**src/shared/adc_readout_pkg.sv**
```systemverilog
// constants and types shared by the converter readout design
package adc_readout_pkg;

  // -----------------------------------------------------------------
  // clock and conversion timing
  // -----------------------------------------------------------------
  localparam int CLK_PERIOD_NS  = 10;
  localparam int MOD_DIV        = 6;
  localparam int OSR            = 64;
  localparam int CONV_CYCLES    = MOD_DIV * OSR;
  localparam int SETTLE_RESULTS = 5;

  // -----------------------------------------------------------------
  // filter and result format
  // -----------------------------------------------------------------
  localparam int SINC_ORDER  = 5;
  localparam int RESULT_BITS = 24;
  localparam int ACC_BITS    = 1 + SINC_ORDER * $clog2(OSR);

  // -----------------------------------------------------------------
  // shift clock hold times
  // -----------------------------------------------------------------
  localparam int SYNC_HOLD_US      = 10;
  localparam int PDOWN_HOLD_US     = 60;
  localparam int SYNC_HOLD_CYCLES  = SYNC_HOLD_US * 1000 / CLK_PERIOD_NS;
  localparam int PDOWN_HOLD_CYCLES = PDOWN_HOLD_US * 1000 / CLK_PERIOD_NS;

  // -----------------------------------------------------------------
  // reset values
  // -----------------------------------------------------------------
  localparam logic       PIN_IDLE   = 1'b1;
  localparam logic [1:0] CHAN_RESET = 2'h0;
  localparam logic [3:0] SEL_RESET  = 4'h1;

  typedef enum logic [3:0] {
    ST_SETTLE = 4'b0001,
    ST_RUN    = 4'b0010,
    ST_HOLD   = 4'b0100,
    ST_SLEEP  = 4'b1000
  } conv_state_t;

endpackage

```
**src/verilog/sinc5_decimator.sv**
```systemverilog
// fifth-order sinc decimator turning the modulator bitstream into words
`timescale 1ns/10ps
`default_nettype none
module sinc5_decimator
  import adc_readout_pkg::*;
(
  input  wire logic                   ref_clk,
  input  wire logic                   rst_n,
  input  wire logic                   clk_en,
  input  wire logic                   restart,
  input  wire logic                   sample_stb,
  input  wire logic                   bit_in,
  output logic [RESULT_BITS-1:0]      result,
  output logic                        result_stb
);

  localparam logic [ACC_BITS-1:0] MID = ACC_BITS'(1) << (ACC_BITS - 2);

  logic [ACC_BITS-1:0]    integ_reg [SINC_ORDER];
  logic [ACC_BITS-1:0]    integ_next[SINC_ORDER];
  logic [ACC_BITS-1:0]    dly_reg   [SINC_ORDER];
  logic [ACC_BITS-1:0]    dly_next  [SINC_ORDER];
  logic [5:0]             dec_reg;
  logic [5:0]             dec_next;
  logic [RESULT_BITS-1:0] result_next;
  logic                   stb_next;

  // -----------------------------------------------------------------
  // unsigned filter sum to two's complement word, saturating
  // -----------------------------------------------------------------
  function automatic logic [RESULT_BITS-1:0] to_code(
    input logic [ACC_BITS-1:0] v);
    logic [ACC_BITS-1:0] s;
    s = v - MID;
    if (v >= (MID << 1)) begin
      to_code = {1'b0, {(RESULT_BITS-1){1'b1}}};
    end else begin
      to_code = s[ACC_BITS-2 -: RESULT_BITS];
    end
  endfunction

  // -----------------------------------------------------------------
  // integrators at modulator rate, combs at output rate
  // -----------------------------------------------------------------
  always_comb begin
    logic [ACC_BITS-1:0] diff;
    diff        = '0;
    integ_next  = integ_reg;
    dly_next    = dly_reg;
    dec_next    = dec_reg;
    result_next = result;
    stb_next    = 1'b0;
    if (restart) begin
      integ_next = '{default: '0};
      dly_next   = '{default: '0};
      dec_next   = 6'h0;
    end else if (sample_stb) begin
      integ_next[0] = integ_reg[0] + ACC_BITS'(bit_in);
      for (int i = 1; i < SINC_ORDER; i++) begin
        integ_next[i] = integ_reg[i] + integ_reg[i-1];
      end
      dec_next = dec_reg + 6'h1;
      if (dec_reg == 6'(OSR - 1)) begin
        diff = integ_reg[SINC_ORDER-1];
        for (int i = 0; i < SINC_ORDER; i++) begin
          dly_next[i] = diff;
          diff        = diff - dly_reg[i];
        end
        result_next = to_code(diff);
        stb_next    = 1'b1;
      end
    end
  end

  always_ff @(posedge ref_clk or negedge rst_n) begin
    if (!rst_n) begin
      integ_reg  <= '{default: '0};
      dly_reg    <= '{default: '0};
      dec_reg    <= 6'h0;
      result     <= '0;
      result_stb <= 1'b0;
    end else if (clk_en) begin
      integ_reg  <= integ_next;
      dly_reg    <= dly_next;
      dec_reg    <= dec_next;
      result     <= result_next;
      result_stb <= stb_next;
    end
  end
endmodule
`default_nettype wire

```
**src/verilog/adc_readout.sv**
```systemverilog
// conversion control, channel mux and serial readout of the converter
`timescale 1ns/10ps
`default_nettype none
module adc_readout
  import adc_readout_pkg::*;
#(
  parameter int SYNC_HOLD  = SYNC_HOLD_CYCLES,
  parameter int PDOWN_HOLD = PDOWN_HOLD_CYCLES
) (
  input  wire logic       ref_clk,
  input  wire logic       rst_n,
  input  wire logic       clk_en,
  input  wire logic       shift_clk_pin,
  input  wire logic       channel_pick_lsb,
  input  wire logic       channel_pick_msb,
  input  wire logic       modulator_bit,
  output logic            result_out_ready_pin,
  output logic [3:0]      analog_input_select,
  output logic            modulator_sample,
  output logic            modulator_reset,
  output logic            power_down
);

  // -----------------------------------------------------------------
  // declarations
  // -----------------------------------------------------------------
  logic                   sclk_s1_reg;
  logic                   sclk_s2_reg;
  logic                   sclk_s3_reg;
  logic                   sclk_stable_reg;
  logic                   sclk_stable_next;
  logic [1:0]             chan_s1_reg;
  logic [1:0]             chan_s2_reg;
  logic [1:0]             chan_s3_reg;
  logic [1:0]             chan_stable_reg;
  logic [1:0]             chan_stable_next;
  logic                   sclk_rise;
  logic                   sclk_fall;
  logic                   chan_change;

  conv_state_t            state_reg;
  conv_state_t            state_next;
  logic [2:0]             div_reg;
  logic [2:0]             div_next;
  logic [2:0]             settle_reg;
  logic [2:0]             settle_next;
  logic [15:0]            hold_reg;
  logic [15:0]            hold_next;
  logic                   restart_reg;
  logic                   restart_next;
  logic                   present_reg;
  logic                   present_next;
  logic                   mod_stb_next;
  logic                   mod_rst_next;
  logic                   pdown_next;
  logic [3:0]             select_next;
  logic                   running;

  logic [RESULT_BITS-1:0] filt_result;
  logic                   filt_stb;

  logic [RESULT_BITS-1:0] shift_reg;
  logic [RESULT_BITS-1:0] shift_next;
  logic                   pin_next;
  logic [4:0]             bit_reg;
  logic [4:0]             bit_next;
  logic                   loaded_reg;
  logic                   loaded_next;
  logic                   shift_msb;

  // -----------------------------------------------------------------
  // channel code to one-hot input select
  // -----------------------------------------------------------------
  function automatic logic [3:0] chan_decode(input logic [1:0] code);
    chan_decode = 4'h1 << code;
  endfunction

  // -----------------------------------------------------------------
  // pin synchronisers
  // -----------------------------------------------------------------
  always_ff @(negedge ref_clk or negedge rst_n) begin
    if (!rst_n) begin
      chan_s1_reg <= CHAN_RESET;
    end else if (clk_en) begin
      chan_s1_reg <= {channel_pick_msb, channel_pick_lsb};
    end
  end

  always_comb begin
    sclk_stable_next = sclk_stable_reg;
    chan_stable_next = chan_stable_reg;
    if (sclk_s2_reg == sclk_s3_reg) begin
      sclk_stable_next = sclk_s3_reg;
    end
    if (chan_s2_reg == chan_s3_reg) begin
      chan_stable_next = chan_s3_reg;
    end
    sclk_rise   = sclk_stable_next && !sclk_stable_reg;
    sclk_fall   = !sclk_stable_next && sclk_stable_reg;
    chan_change = chan_stable_next != chan_stable_reg;
  end

  always_ff @(posedge ref_clk or negedge rst_n) begin
    if (!rst_n) begin
      sclk_s1_reg     <= 1'b0;
      sclk_s2_reg     <= 1'b0;
      sclk_s3_reg     <= 1'b0;
      sclk_stable_reg <= 1'b0;
      chan_s2_reg     <= CHAN_RESET;
      chan_s3_reg     <= CHAN_RESET;
      chan_stable_reg <= CHAN_RESET;
    end else if (clk_en) begin
      sclk_s1_reg     <= shift_clk_pin;
      sclk_s2_reg     <= sclk_s1_reg;
      sclk_s3_reg     <= sclk_s2_reg;
      sclk_stable_reg <= sclk_stable_next;
      chan_s2_reg     <= chan_s1_reg;
      chan_s3_reg     <= chan_s2_reg;
      chan_stable_reg <= chan_stable_next;
    end
  end

  // -----------------------------------------------------------------
  // conversion control
  // -----------------------------------------------------------------
  assign running = (state_reg == ST_SETTLE) || (state_reg == ST_RUN);

  always_comb begin
    state_next   = state_reg;
    div_next     = div_reg;
    settle_next  = settle_reg;
    restart_next = 1'b0;
    present_next = 1'b0;
    mod_stb_next = 1'b0;
    hold_next    = 16'h0;
    if (sclk_stable_reg && hold_reg != 16'hffff) begin
      hold_next = hold_reg + 16'h1;
    end
    if (running) begin
      mod_stb_next = div_reg == 3'(MOD_DIV - 1);
      div_next     = mod_stb_next ? 3'h0 : div_reg + 3'h1;
    end
    case (state_reg)
      ST_SETTLE: begin
        if (filt_stb) begin
          settle_next = settle_reg + 3'h1;
          if (settle_reg == 3'(SETTLE_RESULTS - 1)) begin
            present_next = 1'b1;
            settle_next  = 3'h0;
            state_next   = ST_RUN;
          end
        end
      end
      ST_RUN: begin
        present_next = filt_stb;
      end
      ST_HOLD: begin
        if (!sclk_stable_reg) begin
          state_next   = ST_SETTLE;
          restart_next = 1'b1;
        end else if (hold_reg == 16'(PDOWN_HOLD - 1)) begin
          state_next = ST_SLEEP;
        end
      end
      ST_SLEEP: begin
        if (!sclk_stable_reg) begin
          state_next   = ST_SETTLE;
          restart_next = 1'b1;
        end
      end
      default: begin
        state_next   = ST_SETTLE;
        restart_next = 1'b1;
      end
    endcase
    if (running && chan_change) begin
      state_next   = ST_SETTLE;
      restart_next = 1'b1;
    end
    if (running && sclk_stable_reg && hold_reg == 16'(SYNC_HOLD - 1)) begin
      state_next   = ST_HOLD;
      restart_next = 1'b1;
    end
    if (restart_next) begin
      present_next = 1'b0;
      settle_next  = 3'h0;
      div_next     = 3'h0;
      mod_stb_next = 1'b0;
    end
    mod_rst_next = state_next == ST_HOLD;
    pdown_next   = state_next == ST_SLEEP;
    select_next  = chan_decode(chan_stable_next);
  end

  always_ff @(posedge ref_clk or negedge rst_n) begin
    if (!rst_n) begin
      state_reg           <= ST_SETTLE;
      div_reg             <= 3'h0;
      settle_reg          <= 3'h0;
      hold_reg            <= 16'h0;
      restart_reg         <= 1'b0;
      present_reg         <= 1'b0;
      modulator_sample    <= 1'b0;
      modulator_reset     <= 1'b0;
      power_down          <= 1'b0;
      analog_input_select <= SEL_RESET;
    end else if (clk_en) begin
      state_reg           <= state_next;
      div_reg             <= div_next;
      settle_reg          <= settle_next;
      hold_reg            <= hold_next;
      restart_reg         <= restart_next;
      present_reg         <= present_next;
      modulator_sample    <= mod_stb_next;
      modulator_reset     <= mod_rst_next;
      power_down          <= pdown_next;
      analog_input_select <= select_next;
    end
  end

  sinc5_decimator u_filter (
    .ref_clk    (ref_clk),
    .rst_n      (rst_n),
    .clk_en     (clk_en),
    .restart    (restart_reg),
    .sample_stb (modulator_sample),
    .bit_in     (modulator_bit),
    .result     (filt_result),
    .result_stb (filt_stb)
  );

  // -----------------------------------------------------------------
  // serial readout on the shared ready/data pin
  // -----------------------------------------------------------------
  assign shift_msb = shift_reg[RESULT_BITS-1];

  always_comb begin
    shift_next  = shift_reg;
    pin_next    = result_out_ready_pin;
    bit_next    = bit_reg;
    loaded_next = loaded_reg;
    if (restart_reg) begin
      pin_next    = PIN_IDLE;
      bit_next    = 5'h0;
      loaded_next = 1'b0;
    end else if (present_reg && bit_reg == 5'h0) begin
      shift_next  = filt_result;
      pin_next    = 1'b0;
      loaded_next = 1'b1;
    end else if (loaded_reg && sclk_rise &&
                 bit_reg != 5'(RESULT_BITS)) begin
      pin_next   = shift_msb;
      shift_next = {shift_reg[RESULT_BITS-2:0], 1'b0};
      bit_next   = bit_reg + 5'h1;
    end else if (loaded_reg && sclk_fall &&
                 bit_reg == 5'(RESULT_BITS)) begin
      pin_next    = PIN_IDLE;
      bit_next    = 5'h0;
      loaded_next = 1'b0;
    end
  end

  always_ff @(posedge ref_clk or negedge rst_n) begin
    if (!rst_n) begin
      shift_reg            <= '0;
      result_out_ready_pin <= PIN_IDLE;
      bit_reg              <= 5'h0;
      loaded_reg           <= 1'b0;
    end else if (clk_en) begin
      shift_reg            <= shift_next;
      result_out_ready_pin <= pin_next;
      bit_reg              <= bit_next;
      loaded_reg           <= loaded_next;
    end
  end

  // -----------------------------------------------------------------
  // checks and their helper counters
  // -----------------------------------------------------------------
  logic [8:0] per_cnt;
  logic       per_ok;
  logic [2:0] res_cnt;
  logic       steady;

  assign steady = running && !restart_next;

  always_ff @(posedge ref_clk or negedge rst_n) begin
    if (!rst_n) begin
      per_cnt <= 9'h0;
      per_ok  <= 1'b0;
      res_cnt <= 3'h0;
    end else if (clk_en) begin
      per_cnt <= (filt_stb || !steady) ? 9'h0 : per_cnt + 9'h1;
      per_ok  <= steady && (per_ok || filt_stb);
      if (restart_reg) begin
        res_cnt <= 3'h0;
      end else if (filt_stb && res_cnt != 3'h7) begin
        res_cnt <= res_cnt + 3'h1;
      end
    end
  end
endmodule
`default_nettype wire

```
**config.mk**
```make
export PLATFORM = sky130hd
export DESIGN_NAME = adc_readout
export DESIGN_NICKNAME = d
export VERILOG_FILES = /design/src/shared/adc_readout_pkg.sv /design/src/verilog/sinc5_decimator.sv /design/src/verilog/adc_readout.sv
export SDC_FILE = /design/constraint.sdc
export NUM_CORES = 1
export LEC_CHECK = 0
export BUFFER_PORTS_ARGS = -buffer_cell sky130_fd_sc_hd__buf_2
export CORE_ASPECT_RATIO = 0.7
export CORE_MARGIN = 2
export CORE_UTILIZATION = 30
export DETAILED_ROUTE_END_ITERATION = 10
export GPL_ROUTABILITY_DRIVEN = 0
export PLACE_DENSITY_LB_ADDON = 0.15
export SYNTH_ARGS = -nofsm -noshare
export SYNTH_HDL_FRONTEND = slang
export SYNTH_SLANG_ARGS = --single-unit
```
**constraint.sdc**
```tcl
create_clock -name ref_clk -period 19.2 [get_ports ref_clk]
set_input_delay 2.88 -clock ref_clk [delete_from_list [all_inputs] [get_ports ref_clk]]
set_output_delay 2.88 -clock ref_clk [all_outputs]
set_load 0.02 [all_outputs]
```
---- Word level (Yosys, flattened, before mapping) ----
Cells that the tools add are included.
storage, ports and cells
  input bits .............................. 7
  output and inout bits ................... 8
  logic and storage cells ................. 161
  bits in registers ....................... 419
cells by class
  $add $sub $neg .......................... 16
  magnitude comparators ................... 1
  muxes and demuxes ....................... 53
  eq/ne operators ......................... 19
  reduce and logical (&&, ||, !) cells .... 35
  shift operators ......................... 1
  bitwise operators ....................... 1
operator list
  kind                                                                     number
  155-bit two-way mux                                                      5
  31-bit subtractor                                                        5
  31-bit adder                                                             4
  24-bit two-way mux                                                       3
  31-bit by 1-bit adder with 31-bit output                                 1
  31-bit >= comparator, second input constant                              1
  30-bit subtractor, second input constant                                 1
  4-bit two-way mux                                                        7
  3-bit two-way mux                                                        7
  1-bit two-way mux                                                        20
  5-bit two-way mux                                                        4
  16-bit by 1-bit adder with 16-bit output, second input constant          1
  16-bit by 10-bit equality test with 1-bit output, second input constant  1
  16-bit by 13-bit equality test with 1-bit output, second input constant  1
  16-bit two-way mux                                                       1
  16-bit != test, second input constant                                    1
  4-bit one-hot mux with 4 select lines                                    1
  3-bit AND reduction                                                      5
  6-bit two-way mux                                                        2
  2-bit nonzero test                                                       6
  1-bit logical AND                                                        11
  4-bit by 3-bit equality test with 1-bit output, second input constant    2
  4-bit equality test, second input constant                               2
  3-bit by 1-bit adder with 3-bit output, second input constant            2
  other kinds (25)                                                         32

---- Longest topological paths before layout ----
Gate-level depths: netlist (run 1).
  depth in word-level cells ............... 10
  depth in mapped cells ................... 50
  depth with buffers taken out ............ 49

---- Hierarchy ----
From an unflattened synthesis (run 1), not the netlist that was laid out.
unflattened totals
  cell total of the unflattened synthesis .. 3230
  area total of the unflattened synthesis .. 29334.4 um2
by module, submodules not included
  module           cells each  times used  sequential area each (um2)  area each (um2)
  sinc5_decimator  2830        1           8533.2                      25324.3
  adc_readout      400         1           1955.6                      4010.1

==> run summary, run 1 <==
RR Endpoint = chan_s2_reg[0]$_DFFE_PN0P_
Worst-path clk slew = 40 ps
wire length per cell = 15.30 um
Fillers = 9980
fin cells = 4512
drt drc = 0
met3 wire length = 2599 um
cells resized by post-CTS repair = 0
cells on worst reg2reg path = 1
Hold Path Stages = 1
DR top layer = met4
# rows = 95
Slew Viols, Final = 0
setup bufs post-CTS = 0
ys async rst share = 100.0%
pwr dens = 64.49 nW/um^2
CTS Root Cell = clkbuf_16
full die area = 99310 sq um
max_slew headroom = 26.29%
Setup TNS = 0 ps
RSZ-0062 raised after global routing = no
die height = 264.3 um
total CTS buffers = 52
highest net fanout along the worst path = 62
final WL = 69020 um
placed insts = 4415
hpwl dp = 48400 um
Yosys warning count = 0
CTS tree = yes
CP Class = input pin to flop
Hold Path Sink = chan_s1_reg[1]$_DFFE_NN0P_
vias per cell = 4.965
layout cells sized above 1 = 5.506%
# Max-Cap Violations = 0
core area = 95920 sq um
area grow syn2layout = 11.33%
flop2flop setup slack = 8890 ps
Setup-failing EPs final = 0
reg2reg start = chan_s1_reg[0]$_DFFE_NN0P_
status = completed
CP arrival = 3890 ps
Setup WS pre-CTS = 5434 ps
syn_area_per_cell = 9.035 sq um
Seq/Total Area, Yosys = 36.13%
first-pass GRT wire length = 116400 um
Die Wd = 375.8 um
met2 wire length = 24510 um
Top FF cell, synth = dfrtp_1
Worst Tran Pin Value = 1106 ps
CP Launch Type = input pin
gr usage total = 13.97%
Post-Syn Area = 29030 sq um
initial drt markers = 1385
area of the multi-input gates = 17290 sq um
vias in the first global route = 21.59k
Lkg Pwr = 15.34 nW
DR vias = 22.40k
M1 wire length = 40740 um
Antenna diodes = 0
Routed Antenna Nets = 0
min-delay src = chan_s1_reg[1]$_DFFE_NN0P_
register area = 10490 sq um
Worst EP required = 10040 ps
Clock Sinks = 419
layout net count = 3501
I/O Buffers = 14
post-synthesis cell count = 3213
Post-synth EDFFs = 0
Clock Skew = 23.28 ps
Ports = 15
#FFs+latches synth = 419
final worst slack = 6155 ps
Yosys cell types = 89
Worst Setup End Kind = flop
CTS H-tree depth = 2
drt first pass iters = 5
maximum vdd drop = 0.05514 mV
Starting Density = 30.26%
total grt overflow = 0
Fin. Hold Viols = 0
clk buf depth = 3
Worst-Skew Late Latency = 620 ps
Hold Buf Count CTS = 0
pin count of the biggest net entering global routing = 126
Syn Nets = 3506
min-delay worst type = flop to flop
initial antenna violation count = 3
[worst max-delay path, stage by stage]
cell and delay (ps):
buf_2 70, buf_4 520, mux2_2 400
[cells by family (layout without fill, tap and decap cells)]
group | count (synthesis) | count (layout) | share of synthesized area, %
xor gates and xnor gates | 261 | 261 | 8.029
AOI/OAI and AO/OA | 1063 | 1063 | 24.46
DFF | 419 | 419 | 36.13
muxes | 45 | 45 | 1.621
adders and majority gates | 286 | 286 | 12.53
buffers and inverters | 339 | 377 | 4.439
and+or+nand+nor | 800 | 800 | 12.79
[cell usage after synthesis (all sizes together), types with 15 or more instances]
library cell,n,area (sq um)
mux2,16,180.2
clkbuf,83,311.6
xnor2,150,1321
mux2i,29,290.3
a21boi,17,131.4
nor2,195,732.0
and3,28,175.2
and2,22,137.6
o211ai,16,125.1
nor3,44,220.2
inv,243,912.1
a21o,127,953.4
o21a,28,210.2
o22a,23,201.4
a31oi,21,146.4
nand2b,43,269.0
a22o,159,1393
a211oi,16,120.1
a21oi,229,1150
ha,278,3478
o21ai,279,1400
nand4,25,156.4
o21bai,52,390.4
dfrtp,414,10360
or3,15,93.84
nand3,59,295.3
xor2,109,962.2
nor2b,39,244.0
nand2,291,1095
[where the power goes]
| group | internal (mW) | switching, mW | total [mW] |
|---|---|---|---|
| Sequential | 0.897 | 0.0122 | 0.910 |
| Combinational | 0.0312 | 0.105 | 0.136 |
| Clock | 0.619 | 0.419 | 1.04 |
| Total | 1.55 | 0.537 | 2.08 |
[layout by cell type (no fill, tap or decap), drive strengths merged, types with 23 or more instances in the layout]
cell / synthesis / final
a22o: 159 / 159
nand4: 25 / 25
a21o: 127 / 127
nor2b: 39 / 39
o21bai: 52 / 52
a21oi: 229 / 229
nand2: 291 / 291
buf: 13 / 37
nor2: 195 / 195
o21ai: 279 / 279
nand3: 59 / 59
o21a: 28 / 28
o22a: 23 / 23
and3: 28 / 28
xor2: 109 / 109
xnor2: 150 / 150
ha: 278 / 278
nand2b: 43 / 43
dfrtp: 414 / 414
nor3: 44 / 44
mux2i: 29 / 29
clkbuf: 83 / 75
inv: 243 / 244
[cell type report]
class                           count  share of cell area, %
Clock buffer                       75                  4.727
Clock inverter                     22                 0.7975
Inverter                          243                  2.822
Multi-Input combinational cell   2455                  53.50
Sequential cell                   419                  32.45
Tap cell                         1261                  4.882
Timing Repair Buffer               37                 0.8207
[worst max path at each step]
stage	from	endpoint	slack, ps	cells past startpoint
after floorplan	clk_en	chan_s1_reg[0]$_DFFE_NN0P_	5400	4
after global placement	rst_n	chan_s1_reg[0]$_DFFE_NN0P_	5460	2
after detailed placement	rst_n	chan_s1_reg[0]$_DFFE_NN0P_	5430	2
after CTS	rst_n	chan_s1_reg[0]$_DFFE_NN0P_	6080	2
after global routing	rst_n	chan_s1_reg[0]$_DFFE_NN0P_	5930	2
final	clk_en	chan_s1_reg[1]$_DFFE_NN0P_	6150	3
[per-layer routing]
| layer | track usage (%) | vias to the layer above |
|---|---|---|
| met5 | 0 | - |
| met4 | 2.941 | 0 |
| met3 | 1.862 | 73 |
| met2 | 17.80 | 290 |
| met1 | 23.76 | 10540 |
| li1 | - | 11500 |
[through the flow]
step | utilization, % | total power, mW | hold slack, ps | area, sq um
5_1_grt | 33.69 | 2.183 | 501.9 | 32320
2_1_floorplan | - | 1.003 | 435.4 | 29030
3_3_place_gp | 31.83 | 1.066 | 458.4 | 30530
6_report | 33.69 | 2.084 | 457.5 | 32320
4_1_cts | 33.69 | 2.138 | 460.2 | 32320
3_5_place_dp | 31.83 | 1.066 | 457.5 | 30530
Note: power is estimated with default switching activity, not from simulation.
==> run 2, diff against run 1 <==
Settings changed: ABC_AREA set to 1.
Clock period 19.2 ns to 11.2 ns, I/O delays scaled along.
==> run 2 against run 1 <==
Non-clock buffer count is 4 lower. Via count is 17% higher. Design area is 2.7% higher. Worst hold slack worse by 30 ps. Synthesized area is 3.0% higher. Global-route usage is 2.9 points higher. First-iteration DRC count is 50% higher. Wire length is 25% higher. Final cell count is 19% higher.
==> run summary, run 2 <==
Slew Viols, Final = 0 (unchanged)
final worst slack = 2511 ps (was 6155 ps)
drt drc = 0 (unchanged)
area grow syn2layout = 10.96% (was 11.33%)
initial antenna violation count = 4 (was 3)
Setup-failing EPs final = 0 (unchanged)
# Max-Cap Violations = 0 (unchanged)
hpwl dp = 63700 um (was 48400 um)
CP peak stage delay = 400 ps (was 520 ps)
register area = 10490 sq um (unchanged)
Starting Density = 30.41% (was 30.26%)
clk buf depth = 3 (unchanged)
top-count cell post-synth = nand2_1 (was dfrtp_1)
initial drt markers = 2080 (was 1385)
I/O Buffers = 14 (unchanged)
Worst-path clk slew = 50 ps (was 40 ps)
crit-path most repeated cell = nand2_1
Setup TNS = 0 ps (unchanged)
Clock Skew = 49.91 ps (was 23.28 ps)
min-delay worst type = flop to flop (unchanged)
fin cells = 5391 (was 4512)
most frequent cells in the layout = nand2_1 (890), inv_1 (560), a21oi_1 (423) (was dfrtp_1 (414), nand2_1 (289), ha_1 (278))
drt first pass iters = 5 (unchanged)
syn_area_per_cell = 7.423 sq um (was 9.035 sq um)
Seq/Total Area, Yosys = 35.06% (was 36.13%)
final core utilization = 33.74% (was 33.69%)
Top FF cell, synth = dfrtp_1 (unchanged)
CTS Root Cell = clkbuf_16 (unchanged)
crit path from = u_filter.integ_reg[2]$_DFFE_PN0P_ (was clk_en)
wire length per cell = 16.06 um (was 15.30 um)
ys async rst share = 100.0% (unchanged)
Final Cycle Share = 77.58%
Ports = 15 (unchanged)
CP Launch Type = flop (was input pin)
slowest library cell on the worst path = dfrtp_1 (was buf_4)
Post-Syn Area = 29910 sq um (was 29030 sq um)
CP Class = flop to flop (was input pin to flop)
Synth top area share = 34.63% (was 35.69%)
Setup WS pre-CTS = 2571 ps (was 5434 ps)
Yosys warning count = 0 (unchanged)
# rows = 96 (was 95)
Worst Tran Pin Value = 1094 ps (was 1106 ps)
Post-synth EDFFs = 0 (unchanged)
post-synth top area cell = dfrtp_1 (unchanged)
Commonest cells post-synth = nand2_1 (890), inv_1 (561), a21oi_1 (424), dfrtp_1 (414), o21ai_0 (336) (was dfrtp_1 (414), nand2_1 (290), ha_1 (278), o21ai_0 (272), inv_1 (243))
Antenna diodes = 0 (unchanged)
reg2reg start = u_filter.integ_reg[2]$_DFFE_PN0P_ (was chan_s1_reg[0]$_DFFE_NN0P_)
first-pass GRT wire length = 139500 um (was 116400 um)
layout cells sized above 1 = 4.449% (was 5.506%)
total CTS buffers = 51 (was 52)
most common cell after layout, fill and taps aside = nand2_1 (was dfrtp_1)
final WL = 86570 um (was 69020 um)
max_slew headroom = 26.81% (was 26.29%)
full die area = 102300 sq um (was 99310 sq um)
CP arrival = 9180 ps (was 3890 ps)
Worst EP required = 11690 ps (was 10040 ps)
#FFs+latches synth = 419 (unchanged)
setup bufs post-CTS = 0 (unchanged)
Worst-Skew Late Latency = 650 ps (was 620 ps)
total grt overflow = 0 (unchanged)
fmax = 115.1 MHz
layout net count = 4318 (was 3501)
die height = 268.2 um (was 264.3 um)
area of the multi-input gates = 16990 sq um (was 17290 sq um)
Routed Antenna Nets = 0 (unchanged)
vias per cell = 4.854 (was 4.965)
Yosys cell types = 57 (was 89)
core area = 98370 sq um (was 95920 sq um)
RSZ-0062 raised after global routing = no (unchanged)
Hold Buf Count CTS = 0 (unchanged)
Fin. Hold Viols = 0 (unchanged)
crit path time final = 8689 ps
CTS tree = yes (unchanged)
Die Wd = 381.4 um (was 375.8 um)
Worst Setup End Kind = flop (unchanged)
Fillers = 10.51k (was 9980)
highest net fanout along the worst path = 24 (was 62)
vias in the first global route = 24.20k (was 21.59k)
min-delay src = chan_s1_reg[0]$_DFFE_NN0P_ (was chan_s1_reg[1]$_DFFE_NN0P_)
CTS H-tree depth = 2 (unchanged)
Syn Nets = 4323 (was 3506)
post-synthesis cell count = 4030 (was 3213)
status = completed (unchanged)
placed insts = 5295 (was 4415)
Clock Sinks = 419 (unchanged)
DR vias = 26.17k (was 22.40k)
gr usage total = 16.87% (was 13.97%)
pin count of the biggest net entering global routing = 145 (was 126)
main area contributors after synthesis = dfrtp_1 (35%), ha_1 (12%), nand2_1 (11%) (was dfrtp_1 (36%), ha_1 (12%), a22o_1 (4.8%))
cells resized by post-CTS repair = 0 (unchanged)
[run 2: final timing paths]
path	endpoint	slack, ps	cells past startpoint
max	u_filter.result[7]$_DFFE_PN0P_	2510	44
min	chan_s1_reg[0]$_DFFE_NN0P_	430	2
max reg2reg	u_filter.result[7]$_DFFE_PN0P_	2510	44
min reg2reg	chan_s1_reg[0]$_DFFE_NN0P_	430	2
max in group asynchronous	chan_s1_reg[0]$_DFFE_NN0P_	4160	1
min in group asynchronous	chan_s3_reg[1]$_DFFE_PN0P_	1020	1
[run 2: layer usage]
layer / up-vias / track usage (%) / wire (um)
li1: 13480 / - / -
met1: 12090 / 29.28 / 51010
met2: 526 / 20.87 / 29500
met3: 82 / 2.213 / 4739
met4: 0 / 3.183 / 1311
met5: - / 0 / 0
[run 2: cell type report]
class	count	share of cell area, %
clock buffers	82	4.591
multi-input cells	2954	51.18
clock inverters	14	0.4825
flip-flops and latches	419	31.60
well taps	1323	4.987
inverters	566	6.416
repair buffers	33	0.7464
[run 2: per-stage QoR]
| stage | hold slack, ps | cell area (sq um) |
|---|---|---|
| 2_1_floorplan | 402.8 | 29910 |
| 3_3_place_gp | 422.3 | 31510 |
| 3_5_place_dp | 429.9 | 31510 |
| 4_1_cts | 433.7 | 33190 |
| 5_1_grt | 455.0 | 33190 |
| 6_report | 427.1 | 33190 |
[run 2: kinds of logic after synthesis]
logic type / after synthesis / share of synthesized area [%]
xor+xnor: 161 / 4.714
simple gates: 1466 / 20.39
fa+ha+maj: 286 / 12.16
compound gates: 1041 / 19.37
flops: 419 / 35.06
buf+inv: 657 / 8.303
[run 2: critical path, delay by kind of cell (launching register included)]
| kind | cells | cell delay (ps) |
|---|---|---|
| fa+ha+maj | 5 | 1750 |
| xor+xnor | 3 | 510 |
| compound gates | 17 | 3440 |
| buf+inv | 3 | 180 |
| flops | 1 | 400 |
| simple gates | 16 | 2250 |
Power of run 2 is left out: the tool's default activity adds up to more than one toggle a clock period on the data nets, which glitch-free logic cannot reach.
==> run 3, diff against run 2 <==
Settings changed: ABC_AREA 1 to 0.
Clock period 11.2 ns to 8.45 ns, I/O delays scaled along.
==> run 3 against run 2 <==
The flow now finishes with violations (setup timing). Utilization grew 3.1 points. Critical path depth increased by 7. Register-to-register slack worse by 2600 ps.
==> run summary, run 3 (synthesis gave the netlist of run 1 again) <==
final WL = 72300 um (was 86570 um)
Clock Sinks = 419 (unchanged)
GR peak layer = met1 (unchanged)
Setup TNS = -1475 ps (was 0 ps)
most frequent cells in the layout = dfrtp_1 (414), buf_4 (348), nand2_1 (287) (was nand2_1 (890), inv_1 (560), a21oi_1 (423))
DR vias = 23.55k (was 26.17k)
pwr dens = 132.5 nW/um^2
initial drt markers = 1447 (was 2080)
full die area = 99310 sq um (was 102300 sq um)
gr usage total = 14.48% (was 16.87%)
failing checks = setup timing
maximum vdd drop = 0.1376 mV
core area = 95920 sq um (was 98370 sq um)
drt drc = 0 (unchanged)
drt first pass iters = 6 (was 5)
final worst slack = -112.4 ps (was 2511 ps)
Worst Tran Pin Value = 1028 ps (was 1094 ps)
crit path time final = 8562 ps (was 8689 ps)
overall power = 4.681 mW
Setup-failing EPs final = 18 (was 0)
vias per cell = 4.866 (was 4.854)
Comb pwr share = 6.6%
I/O Buffers = 14 (unchanged)
slowest library cell on the worst path = o311a_1 (was dfrtp_1)
Setup WS pre-CTS = -496.3 ps (was 2571 ps)
Lkg Pwr = 17.13 nW
Ports = 15 (unchanged)
Worst-path clk slew = 60 ps (was 50 ps)
Worst-Skew Late Latency = 620 ps (was 650 ps)
CTS tree = yes (unchanged)
Fin. Hold Viols = 0 (unchanged)
final hold slack = 450.7 ps (was 427.1 ps)
fmax = 116.8 MHz (was 115.1 MHz)
status = complete, but fails checks (was completed)
CTS Root Cell = clkbuf_16 (unchanged)
# rows = 95 (was 96)
Routed Antenna Nets = 0 (unchanged)
CP Launch Type = flop (unchanged)
Slew Viols, Final = 0 (unchanged)
layout net count = 3832 (was 4318)
layout cells sized above 1 = 16.69% (was 4.449%)
clock group share of total power = 49.2%
vias in the first global route = 22.26k (was 24.20k)
wire length per cell = 14.94 um (was 16.06 um)
register share of total power = 44.2%
most common cell after layout, fill and taps aside = dfrtp_1 (was nand2_1)
Clock Skew = 27.53 ps (was 49.91 ps)
Die Wd = 375.8 um (was 381.4 um)
crit-path most repeated cell = ha_1 (was nand2_1)
CTS H-tree depth = 2 (unchanged)
Internal = 3.462 mW
pin count of the biggest net entering global routing = 88 (was 145)
hpwl dp = 51080 um (was 63700 um)
Starting Density = 30.26% (was 30.41%)
CP arrival = 9060 ps (was 9180 ps)
Switching Fraction = 26.04%
net switching power = 1.219 mW
Worst EP required = 8950 ps (was 11690 ps)
CP peak stage delay = 370 ps (was 400 ps)
# Max-Cap Violations = 0 (unchanged)
clk buf depth = 3 (unchanged)
first-pass GRT wire length = 119800 um (was 139500 um)
total grt overflow = 0 (unchanged)
CP Class = flop to flop (unchanged)
highest net fanout along the worst path = 6 (was 24)
GR Util met3 = 2.090% (was 2.213%)
Final Cycle Share = 101.3% (was 77.58%)
total CTS buffers = 51 (unchanged)
min-delay worst type = flop to flop (unchanged)
GR Util met2 = 18.79% (was 20.87%)
max_slew headroom = 31.47% (was 26.81%)
die height = 264.3 um (was 268.2 um)
RSZ-0062 raised after global routing = yes (was no)
Worst Setup End Kind = flop (unchanged)
area grow syn2layout = 21.65% (was 10.96%)
initial antenna violation count = 1 (was 4)
GRT met1 Usage = 24.38% (was 29.28%)
-- run 3: cell types whose count changed in the layout (fill, tap and decap cells not counted), moves of 96 or more --
cell     previous run  this run
a21o_1             14       127
a22o_1              8       159
nor2_1            281       185
a21oi_1           423       206
inv_1             560       241
buf_4              17       348
nand2_1           890       287
xnor2_1            38       142
-- run 3: layer usage --
metal | wire length [um] | vias up
met4 | 1007 | 0
met3 | 2722 | 65
met1 | 41990 | 11080
li1 | - | 12150
met5 | 0 | -
met2 | 26580 | 259
-- run 3: worst max-delay path: cells and delay by family (launching register included) --
family / cells / cell delay, ps
flops: 1 / 350
compound gates: 21 / 3240
fa+ha+maj: 5 / 1450
xor+xnor: 6 / 960
buf+inv: 6 / 660
simple gates: 13 / 1760
-- run 3: final cells by class --
type                            count  area [sq um]
Multi-Input combinational cell   2455         17770
Tap cell                         1261          1578
Fill cell                        9745         60610
Inverter                          243         912.1
Sequential cell                   419         10490
Clock buffer                       75          1548
Antenna cell                        1         2.502
Clock inverter                     17         177.7
Timing Repair Buffer              369          2843
-- run 3: metrics by stage --
stage | std cells | util, % | area, sq um
floorplan | 3213 | - | 29030
global placement | 4711 | 34.15 | 32760
detailed placement | 4711 | 34.15 | 32760
CTS | 4819 | 36.27 | 34790
global route | 4839 | 36.81 | 35310
finish | 4840 | 36.82 | 35320
-- run 3: what timing repair did --
item / CTS / global route
pin swaps: 58 / 55
gates cloned: 3 / 0
buffers inserted: 14 / 20
hold buffers: 0 / 0
endpoints found under the setup margin: 24 / 24
resized for setup: 44 / 81
-- run 3: path summary, 6_finish.rpt --
check,start,to,slack [ps],depth (start not counted)
setup reg to reg,u_filter.dly_reg[126]$_DFFE_PN0P_,u_filter.result[7]$_DFFE_PN0P_,-110,51
hold / removal,chan_s1_reg[1]$_DFFE_NN0P_,chan_s1_reg[1]$_DFFE_NN0P_,450,1
setup / recovery,u_filter.dly_reg[126]$_DFFE_PN0P_,u_filter.result[7]$_DFFE_PN0P_,-110,51
hold reg to reg,chan_s1_reg[1]$_DFFE_NN0P_,chan_s1_reg[1]$_DFFE_NN0P_,450,1
min in group asynchronous,rst_n,bit_reg[2]$_DFFE_PN0P_,580,1
max in group asynchronous,rst_n,chan_s1_reg[0]$_DFFE_NN0P_,3230,1
-- run 3: power groups by stage --
stage          combinational, mW  sequential, mW  clock (mW)
2_1_floorplan              0.171            2.11           0
3_3_place_gp               0.315            2.11           0
3_5_place_dp               0.317            2.11           0
4_1_cts                    0.318            2.07        2.39
5_1_grt                    0.350            2.07        2.47
6_report                   0.308            2.07        2.30
